$ cat src/pad_route_pkg.sv
/*
 Constants of the pad routing and display control register bank.
 Assumes a 32-bit AHB-Lite bus whose low address bits select the register.
*/
// Contract
// Write-data bit n+16 enables writing bit n
// Data pad: link, serial, or software owner
// Clock pad: link, serial, or software owner
// Hot-plug pad software driven when bit 13
// Consumer pad software driven when bit 12
// Bit 11 gives shared SRAM to encoder
// Standby source: signal, clock enable, or either of them
// Bit 8 powers the PHY PLL down
// Bit 7 enables PHY parallel data
// Bits 5:3 set UART RTS polarity
// Bits 2:0 set UART CTS polarity
// Second control register decoded at 0x410
// Main control register decoded at 0x40C
// Software enable bit one makes pad input
// Mask half and bit 6 read zero
package pad_route_pkg;
   localparam int ADDR_W = 12;
   localparam logic [11:0] OFF_PAD_ROUTE = 12'h40C;
   localparam logic [11:0] OFF_SOC_FOUR = 12'h410;
   localparam logic [11:0] OFF_PAD_SW = 12'h420;
   localparam int MASK_LSB = 16;
   localparam int BIT_DATA_OVR = 15;
   localparam int BIT_CLOCK_OVR = 14;
   localparam int BIT_HOTPLUG_OVR = 13;
   localparam int BIT_CONSUMER_OVR = 12;
   localparam int BIT_SRAM_OWNER = 11;
   localparam int STANDBY_LSB = 9;
   localparam int BIT_PLL_PD = 8;
   localparam int BIT_PDATA_EN = 7;
   localparam int RTS_LSB = 3;
   localparam int CTS_LSB = 0;
   localparam logic [15:0] PAD_ROUTE_WRITABLE = 16'hFFBF;
   localparam logic [15:0] PAD_SW_WRITABLE = 16'h03FF;
   // Software pad register fields
   localparam int BIT_HOTPLUG_OE = 0;
   localparam int BIT_HOTPLUG_LVL = 1;
   localparam int BIT_CONSUMER_OE = 2;
   localparam int BIT_CONSUMER_LVL = 3;
   localparam int BIT_DATA_OE = 4;
   localparam int BIT_DATA_LVL = 5;
   localparam int BIT_CLOCK_OE = 6;
   localparam int BIT_CLOCK_LVL = 7;
   localparam int BIT_DATA_SERIAL = 8;
   localparam int BIT_CLOCK_SERIAL = 9;
   localparam int PAD_LEVEL_LSB = 12;
   localparam logic [15:0] RESET_VALUE = 16'h0000;
   localparam logic [1:0] STBY_SIGNAL = 2'h0;
   localparam logic [1:0] STBY_CLK_EN = 2'h1;
   localparam logic [1:0] STBY_EITHER = 2'h2;
   localparam logic [1:0] HTRANS_NONSEQ = 2'h2;
endpackage : pad_route_pkg

$ cat src/soc_pad_route_control_reg.sv
/*
 Pad routing, SRAM owner, standby source, PHY and UART polarity control
 register bank behind an AHB-Lite slave port.
 Assumes single word transfers and asynchronous pad input levels.
*/
`timescale 1ns/1ps
`default_nettype none
module soc_pad_route_control_reg
(
   input wire logic i_clk,
   input wire logic i_rst,
   input wire logic i_hsel,
   input wire logic [pad_route_pkg::ADDR_W-1:0] i_haddr,
   input wire logic [1:0] i_htrans,
   input wire logic i_hwrite,
   input wire logic [2:0] i_hsize,
   input wire logic [31:0] i_hwdata,
   input wire logic i_hready,
   output logic [31:0] o_hrdata,
   output logic o_hreadyout,
   output logic o_hresp,
   input wire logic i_dl_data_out,
   input wire logic i_dl_data_oe,
   input wire logic i_dl_clock_out,
   input wire logic i_dl_clock_oe,
   input wire logic i_dl_hotplug_out,
   input wire logic i_dl_hotplug_oe,
   input wire logic i_dl_consumer_out,
   input wire logic i_dl_consumer_oe,
   input wire logic i_i2c_data_out,
   input wire logic i_i2c_data_oe,
   input wire logic i_i2c_clock_out,
   input wire logic i_i2c_clock_oe,
   input wire logic [3:0] i_pad_in,
   output logic [3:0] o_pad_level,
   output logic o_data_pad_5v_out,
   output logic o_data_pad_5v_oe,
   output logic o_clock_pad_5v_out,
   output logic o_clock_pad_5v_oe,
   output logic o_hotplug_pad_5v_out,
   output logic o_hotplug_pad_5v_oe,
   output logic o_consumer_ctl_pad_5v_out,
   output logic o_consumer_ctl_pad_5v_oe,
   input wire logic i_disp_standby,
   input wire logic i_disp_bus_clk_en,
   output logic o_disp_standby,
   output logic o_sram_owner_select,
   output logic o_phy_pll_power_down,
   output logic o_phy_pdata_en,
   output logic [2:0] o_uart_rts_pol,
   output logic [2:0] o_uart_cts_pol,
   output logic [15:0] o_soc_control_four
);
   import pad_route_pkg::*;

   // ****************************************
   // Bus slave
   // ****************************************
   logic dp_write;
   logic [ADDR_W-1:0] dp_addr;
   logic [15:0] pad_route;
   logic [15:0] soc_four;
   logic [15:0] pad_sw;
   logic [3:0] pad_s1;
   logic [3:0] pad_s2;
   logic [3:0] pad_s3;
   logic [3:0] pad_lvl;

   function automatic logic [15:0] masked(input logic [15:0] old, input logic [31:0] wd,
                                          input logic [15:0] writable);
      logic [15:0] en;
      en = wd[31:MASK_LSB] & writable;
      masked = (old & ~en) | (wd[15:0] & en);
   endfunction : masked

   wire addr_take = i_hsel && i_htrans == HTRANS_NONSEQ && i_hready;
   wire wr_route = dp_write && dp_addr == OFF_PAD_ROUTE;
   wire wr_four = dp_write && dp_addr == OFF_SOC_FOUR;
   wire wr_sw = dp_write && dp_addr == OFF_PAD_SW;
   wire [15:0] next_pad_route = wr_route ?
      masked(pad_route, i_hwdata, PAD_ROUTE_WRITABLE) : pad_route;
   wire [15:0] next_soc_four = wr_four ? masked(soc_four, i_hwdata, '1) : soc_four;
   wire [15:0] next_pad_sw = wr_sw ? masked(pad_sw, i_hwdata, PAD_SW_WRITABLE) : pad_sw;
   wire [15:0] sw_view = {pad_lvl, next_pad_sw[PAD_LEVEL_LSB-1:0]};
   wire [15:0] read_low = (i_haddr == OFF_PAD_ROUTE) ? next_pad_route :
                          (i_haddr == OFF_SOC_FOUR) ? next_soc_four :
                          (i_haddr == OFF_PAD_SW) ? sw_view : RESET_VALUE;
   wire [31:0] next_hrdata = {16'h0000, read_low};

   always_ff @(posedge i_clk)
   begin
      if (i_rst)
      begin
         dp_write <= 1'b0;
         dp_addr <= '0;
         o_hrdata <= 32'h00000000;
         o_hreadyout <= 1'b0;
         o_hresp <= 1'b0;
      end
      else
      begin
         dp_write <= addr_take && i_hwrite;
         dp_addr <= i_haddr;
         o_hrdata <= (addr_take && !i_hwrite) ? next_hrdata : 32'h00000000;
         o_hreadyout <= 1'b1;
         o_hresp <= 1'b0;
      end
   end

   // ****************************************
   // Control registers
   // ****************************************
   always_ff @(posedge i_clk)
   begin
      if (i_rst)
      begin
         pad_route <= RESET_VALUE;
         soc_four <= RESET_VALUE;
         pad_sw <= RESET_VALUE;
      end
      else
      begin
         pad_route <= next_pad_route;
         soc_four <= next_soc_four;
         pad_sw <= next_pad_sw;
      end
   end

   // ****************************************
   // Pad input synchronisers
   // ****************************************
   always_ff @(posedge i_clk)
   begin
      if (i_rst)
      begin
         pad_s1 <= 4'h0;
         pad_s2 <= 4'h0;
         pad_s3 <= 4'h0;
         pad_lvl <= 4'h0;
      end
      else
      begin
         pad_s1 <= i_pad_in;
         pad_s2 <= pad_s1;
         pad_s3 <= pad_s2;
         pad_lvl <= (pad_s2 & pad_s3) | (pad_lvl & (pad_s2 ^ pad_s3));
      end
   end

   // ****************************************
   // Pad routing
   // ****************************************
   wire data_ovr = pad_route[BIT_DATA_OVR];
   wire clock_ovr = pad_route[BIT_CLOCK_OVR];
   wire data_ser = pad_sw[BIT_DATA_SERIAL];
   wire clock_ser = pad_sw[BIT_CLOCK_SERIAL];
   wire next_data_out = data_ovr ? pad_sw[BIT_DATA_LVL] :
                        data_ser ? i_i2c_data_out : i_dl_data_out;
   wire next_data_oe = data_ovr ? !pad_sw[BIT_DATA_OE] :
                       data_ser ? i_i2c_data_oe : i_dl_data_oe;
   wire next_clock_out = clock_ovr ? pad_sw[BIT_CLOCK_LVL] :
                         clock_ser ? i_i2c_clock_out : i_dl_clock_out;
   wire next_clock_oe = clock_ovr ? !pad_sw[BIT_CLOCK_OE] :
                        clock_ser ? i_i2c_clock_oe : i_dl_clock_oe;
   wire hp_ovr = pad_route[BIT_HOTPLUG_OVR];
   wire cc_ovr = pad_route[BIT_CONSUMER_OVR];
   wire next_hp_out = hp_ovr ? pad_sw[BIT_HOTPLUG_LVL] : i_dl_hotplug_out;
   wire next_hp_oe = hp_ovr ? !pad_sw[BIT_HOTPLUG_OE] : i_dl_hotplug_oe;
   wire next_cc_out = cc_ovr ? pad_sw[BIT_CONSUMER_LVL] : i_dl_consumer_out;
   wire next_cc_oe = cc_ovr ? !pad_sw[BIT_CONSUMER_OE] : i_dl_consumer_oe;
   wire [1:0] stby_sel = pad_route[STANDBY_LSB +: 2];
   wire next_standby = (stby_sel == STBY_SIGNAL) ? i_disp_standby :
                       (stby_sel == STBY_CLK_EN) ? i_disp_bus_clk_en :
                       (stby_sel == STBY_EITHER) ? (i_disp_standby | i_disp_bus_clk_en) :
                       1'b0;

   always_ff @(posedge i_clk)
   begin
      if (i_rst)
      begin
         o_data_pad_5v_out <= 1'b0;
         o_data_pad_5v_oe <= 1'b0;
         o_clock_pad_5v_out <= 1'b0;
         o_clock_pad_5v_oe <= 1'b0;
         o_hotplug_pad_5v_out <= 1'b0;
         o_hotplug_pad_5v_oe <= 1'b0;
         o_consumer_ctl_pad_5v_out <= 1'b0;
         o_consumer_ctl_pad_5v_oe <= 1'b0;
         o_disp_standby <= 1'b0;
         o_sram_owner_select <= 1'b0;
         o_phy_pll_power_down <= 1'b0;
         o_phy_pdata_en <= 1'b0;
         o_uart_rts_pol <= 3'h0;
         o_uart_cts_pol <= 3'h0;
         o_soc_control_four <= RESET_VALUE;
         o_pad_level <= 4'h0;
      end
      else
      begin
         o_data_pad_5v_out <= next_data_out;
         o_data_pad_5v_oe <= next_data_oe;
         o_clock_pad_5v_out <= next_clock_out;
         o_clock_pad_5v_oe <= next_clock_oe;
         o_hotplug_pad_5v_out <= next_hp_out;
         o_hotplug_pad_5v_oe <= next_hp_oe;
         o_consumer_ctl_pad_5v_out <= next_cc_out;
         o_consumer_ctl_pad_5v_oe <= next_cc_oe;
         o_disp_standby <= next_standby;
         o_sram_owner_select <= pad_route[BIT_SRAM_OWNER];
         o_phy_pll_power_down <= pad_route[BIT_PLL_PD];
         o_phy_pdata_en <= pad_route[BIT_PDATA_EN];
         o_uart_rts_pol <= pad_route[RTS_LSB +: 3];
         o_uart_cts_pol <= pad_route[CTS_LSB +: 3];
         o_soc_control_four <= soc_four;
         o_pad_level <= pad_lvl;
      end
   end
endmodule : soc_pad_route_control_reg
`default_nettype wire

$ cat config.mk
export PLATFORM = sky130hd
export DESIGN_NAME = soc_pad_route_control_reg
export DESIGN_NICKNAME = d
export VERILOG_FILES = /design/src/pad_route_pkg.sv /design/src/soc_pad_route_control_reg.sv
export SDC_FILE = /design/constraint.sdc
export NUM_CORES = 1
export LEC_CHECK = 0
export BUFFER_PORTS_ARGS = -buffer_cell sky130_fd_sc_hd__buf_2
export CAP_MARGIN = 20
export CORE_MARGIN = 1.5
export CORE_UTILIZATION = 51
export DETAILED_ROUTE_END_ITERATION = 8
export MAX_ROUTING_LAYER = met4
export PLACE_DENSITY = 0.78
export RECOVER_POWER = 25
export REMOVE_ABC_BUFFERS = 1
export SLEW_MARGIN = 30
export SYNTH_ARGS = -nofsm -noshare
export SYNTH_HDL_FRONTEND = slang
export SYNTH_SLANG_ARGS = --single-unit
export TNS_END_PERCENT = 50
$ cat constraint.sdc
create_clock -name i_clk -period 2.3 [get_ports i_clk]
set_input_delay 0 -clock i_clk [delete_from_list [all_inputs] [get_ports i_clk]]
set_output_delay 0 -clock i_clk [all_outputs]
set_load 0.02 [all_outputs]
# Word-level counts from Yosys, hierarchy flattened
# Index checks and enable logic that the tools add are counted.
# classes
n_eq_ne	9
n_reduce_logical	14
bitwise	18
n_mux	22
# op_table
cell	count
AND 16 bit	5
2-to-1 mux 16 bit	5
== test 12 x 11 -> 1 bit, second input constant	6
OR 16 bit	3
NOT 16 bit	2
AND 16 x 10 -> 16 bit	1
2-to-1 mux 1 bit	16
NOT 10 -> 16 bit	1
2-to-1 mux 12 bit	1
AND 4 bit	2
logical AND 1 bit	7
logical NOT 1 bit	5
== test 2 bit, second input constant	2
OR 4 bit	1
bitwise XOR 4 bit	1
== test 2 x 1 -> 1 bit, second input constant	1
logical NOT 2 bit	1
OR reduction 2 bit	1
NOT 1 bit	1
OR 1 bit	1
# word_totals
reg_bits	148
in_bits	72
elab_cells	92

# Depth between registers and ports, before layout
# depth
word_depth	7
ltp_mapped	8

# Worst setup path after synthesis
# No wires, ideal clock.
# synth_path
kind	register to register
startpoint	register dp_addr[9]
endpoint	register o_hrdata[4]
t_arrival_ps	1970
synth_period_minus_slack_ps	2092
stages_incl_launch_ff	9
required_time_ps	2178
setup_slack_ps	208
setup_ps	122
cell_sequence	dfxtp_1 or4b_1 buf_2 nor4_4 buf_6 nand2_1 mux2i_1 nor2_1 a311o_1
# synth_via
elab_chain_cells	6
elab_cells_between_ends	12
classes_between	3 x eq/ne; 6 x mux; 3 x reduce/logical
# synth_lines
item	line	text
start, declared	soc_pad_route_control_reg.sv:60	logic [ADDR_W-1:0] dp_addr;
start signal, assigned	soc_pad_route_control_reg.sv:103	dp_addr <= i_haddr;
== test 12 x 11 -> 1 bit	soc_pad_route_control_reg.sv:79	wire wr_sw = dp_write && dp_addr == OFF_PAD_SW;
logical AND 1 bit	soc_pad_route_control_reg.sv:79	
2-to-1 mux 12 bit	soc_pad_route_control_reg.sv:83	wire [15:0] next_pad_sw = wr_sw ? masked(pad_sw, i_hwdata, PAD_SW_WRITABLE) : pad_sw;
2-to-1 mux 16 bit	soc_pad_route_control_reg.sv:87	(i_haddr == OFF_PAD_SW) ? sw_view : RESET_VALUE;
2-to-1 mux 16 bit	soc_pad_route_control_reg.sv:86	(i_haddr == OFF_SOC_FOUR) ? next_soc_four :
2-to-1 mux 16 bit (*)	soc_pad_route_control_reg.sv:85	wire [15:0] read_low = (i_haddr == OFF_PAD_ROUTE) ? next_pad_route :
end signal, assigned	soc_pad_route_control_reg.sv:104	o_hrdata <= (addr_take && !i_hwrite) ? next_hrdata : 32'h00000000;
end, declared	soc_pad_route_control_reg.sv:19	output logic [31:0] o_hrdata,
# Every way passes the cells marked *; elsewhere a longest branch is shown, timed or not.
# A chain may end at the register's enable or synchronous reset.

# Worst setup path after layout
# layout_path
startpoint	register dp_addr[5]
endpoint	register o_hrdata[9]
# The elaborated chain is that of the path after synthesis.

==> results.txt <==
Status -> completed
Fin crit share -> 0.949
N_diodes -> 0
Yosys warns -> 0
Clock Latency Late Sink -> 0.51 ns
Max-Cap Viols -> 0
Post-Syn Instances -> 503
Area growth syn-to-layout -> 41.4%
Iter 0 DRT Violations -> 199
CTS H-tree depth -> 4
DR vias -> 4,413
Sink Count -> 125
Post-synth EDFFs -> 0
Placement Cell Area -> 0.00552 mm^2
Fin area -> 0.00680 mm^2
Main combinational cell family by area after synthesis -> simple AND/OR/NAND/NOR gates
Final TNS setup -> 0 ns
WHS -> 0.0475 ns
Vias per cell -> 5.34
Routed Antenna Nets -> 0
Sequential share of the synthesized area -> 0.520
CP Launch Point -> dp_addr[5]
Detailed Routing Iterations Pass 1 -> 5
Slowest cell delay on critical path -> 0.55 ns
FF+latch count, synth -> 125
Worst slew pin tran -> 1.08 ns
Post-synthesis compound-gate area fraction -> 0.0900
Final WL -> 12.9 mm
CTS buffer count -> 17
Die area -> 0.0100 mm^2
Adder-cell share of the synthesized area -> 0.0104
Critical Path AT -> 2.57 ns
Gr ovfl total -> 0
Crit path capture type -> flop
Final hold viol count -> 0
Hold Crit Start -> i_rst
CTS tree -> built
HPWL Detailed -> 7.89 mm
Post-Synth Simple-Gate Area -> 0.249
DR DRC count -> 0
Critical path's most frequent cell -> buf_4
Worst-case clock skew -> 0.00972 ns
Worst path slowest cell -> or4b_1
Clock buffer depth -> 2
Largest net degree at the start of global routing -> 56
CORE AREA -> 0.00920 mm^2
First-pass GRT wire length -> 20.4 mm
Critical path launch point type -> flop
Max_slew headroom -> 0.281
Fillers -> 611
Number of global-route vias before repair -> 4,485
Total GRT Usage -> 0.270
WS Path Type -> flop to flop
Commonest cells after routing, fill and taps aside -> dfxtp_1 (125), buf_2 (112), dlygate4sd3_1 (65)
Length in cells of the worst reg-to-reg path -> 8
Async SR Flop Fraction -> 0
Hold Path Depth -> 3
WL/cell -> 15.7 um
Routability Congestion -> 0.861
RSZ-0062 raised after global routing -> no
Post-synthesis mux area share -> 0.0791
Terminus of the critical flop-to-flop path -> o_hrdata[9]
Final Util -> 0.739
Worst VDD drop -> 0.523 mV
Final min period -> 2.18 ns
RR Startpoint -> dp_addr[5]
FMAX -> 458 MHz
Reg clk slew, reported paths -> 0.06 ns
Flop2flop setup slack -> 0.12 ns
Commonest non-fill, non-tap cell in the layout -> dfxtp_1
Pwr/cell area -> 753 mW/mm^2
Post-Synth XOR/XNOR Area -> 0
Die Span Y -> 100 um
Row cnt -> 35
Initial antenna violation count -> 0
Crit-path cells -> or4b_1, nor4_4, buf_4, nor3b_4, buf_4, nand2_1, a31oi_1, a311o_1
Final net count -> 779
Buf/Inv on CP -> 2
Clk root buf -> clkbuf_8
Post-synthesis cell type count -> 41
I/O pin cnt -> 144
Hold Path Class -> input pin to flop
# port buffers -> 123
Syn Area/Cell -> 9.56 um^2
Starting density of the core -> 0.523
Hold path endpoint -> o_hreadyout
Worst endpoint required time -> 2.69 ns
Setup-failing EPs final -> 0
Leakage -> 3.01 nW
Main synth FF type -> dfxtp_1
CP Depth -> 8
Crit Path Max Fanout -> 5
CP top delay family -> simple AND/OR/NAND/NOR gates
Share of cells above drive strength 1 -> 0.245
Synthesized cell area -> 0.00481 mm^2
Max-slew violation count -> 0
Die width -> 100 um
tightest hold or removal path: stages:
cell      delay [ns]
clkbuf_1        0.10
buf_4           0.30
inv_1           0.11
where the power goes:
part | internal, mW | switching, mW
clock | 1.67 | 0.937
sequential | 2.20 | 0.0107
combinational | 0.150 | 0.161
cells in the mapped netlist, types with 3 or more instances:
library cell / n / area, um^2
a31oi_1: 10 / 62.6
a311o_1: 8 / 80.1
dfxtp_1: 125 / 2500
nand2_1: 56 / 210
mux2i_1: 38 / 380
o22a_1: 5 / 43.8
clkbuf_1: 12 / 45.0
a211oi_1: 4 / 30.0
buf_2: 5 / 25.0
and3_1: 3 / 18.8
buf_4: 17 / 128
nor2_1: 61 / 229
a22oi_1: 8 / 60.1
or3_1: 8 / 50.1
nand3_1: 25 / 125
buf_1: 4 / 15.0
nor2b_1: 56 / 350
o22ai_1: 5 / 31.3
a21oi_1: 18 / 90.1
or4b_1: 3 / 30.0
inv_1: 3 / 11.3
ha_1: 4 / 50.1
nor4_1: 3 / 18.8
final cells by class:
cell class | count | area [um^2] | area share
Sequential cell | 125 | 2500 | 0.368
Multi-Input combinational cell | 351 | 2170 | 0.319
Tap cell | 111 | 139 | 0.0204
Inverter | 3 | 11.3 | 0.00166
Timing Repair Buffer | 205 | 1400 | 0.205
Clock buffer | 20 | 435 | 0.0640
Clock inverter | 11 | 144 | 0.0212
layer usage:
layer,wire (um),GRT usage,part of all wire,up-vias
li1,-,-,-,2102
met1,5280,0.300,0.41,2051
met2,6370,0.454,0.49,208
met3,805,0.0501,0.062,52
met4,474,0.160,0.037,0
met5,0,-,0,-
per-stage QoR:
| step | power (mW) | std cells | worst slack, ns |
|---|---|---|---|
| floorplan | 2.33 | 479 | -0.0631 |
| global placement | 2.46 | 727 | 0.122 |
| detailed placement | 2.47 | 727 | 0.0657 |
| CTS | 5.13 | 823 | 0.0235 |
| global route | 5.28 | 826 | 0.00519 |
| finish | 5.12 | 826 | 0.116 |
state kept, by name (all words and copies together) (netlist names), 10 cells and up:
register            count
o_soc_control_four     16
dp_addr                12
pad_sw                 10
o_hrdata               16
pad_route              15
soc_four               16
worst max-delay path by stage:
| stage | to |
|---|---|
| 2_1_floorplan | o_hrdata[9] |
| 3_3_place_gp | o_hrdata[8] |
| 3_5_place_dp | o_hrdata[4] |
| 4_1_cts | o_hrdata[4] |
| 5_1_grt | o_hrdata[4] |
| 6_report | o_hrdata[9] |
repair_timing:
item	in CTS	in global routing
endpoints found under the setup margin	0	12
gates resized for setup	0	10
hold endpoints to repair	80	0
setup buffers	0	3
hold buffers	65	0
cells by family after synthesis:
family          Yosys count
other cells               1
simple gates            230
fa+ha+maj                 4
mux                      38
buf+inv                  43
flops                   125
compound gates           62
(Power assumes the default switching activity.)
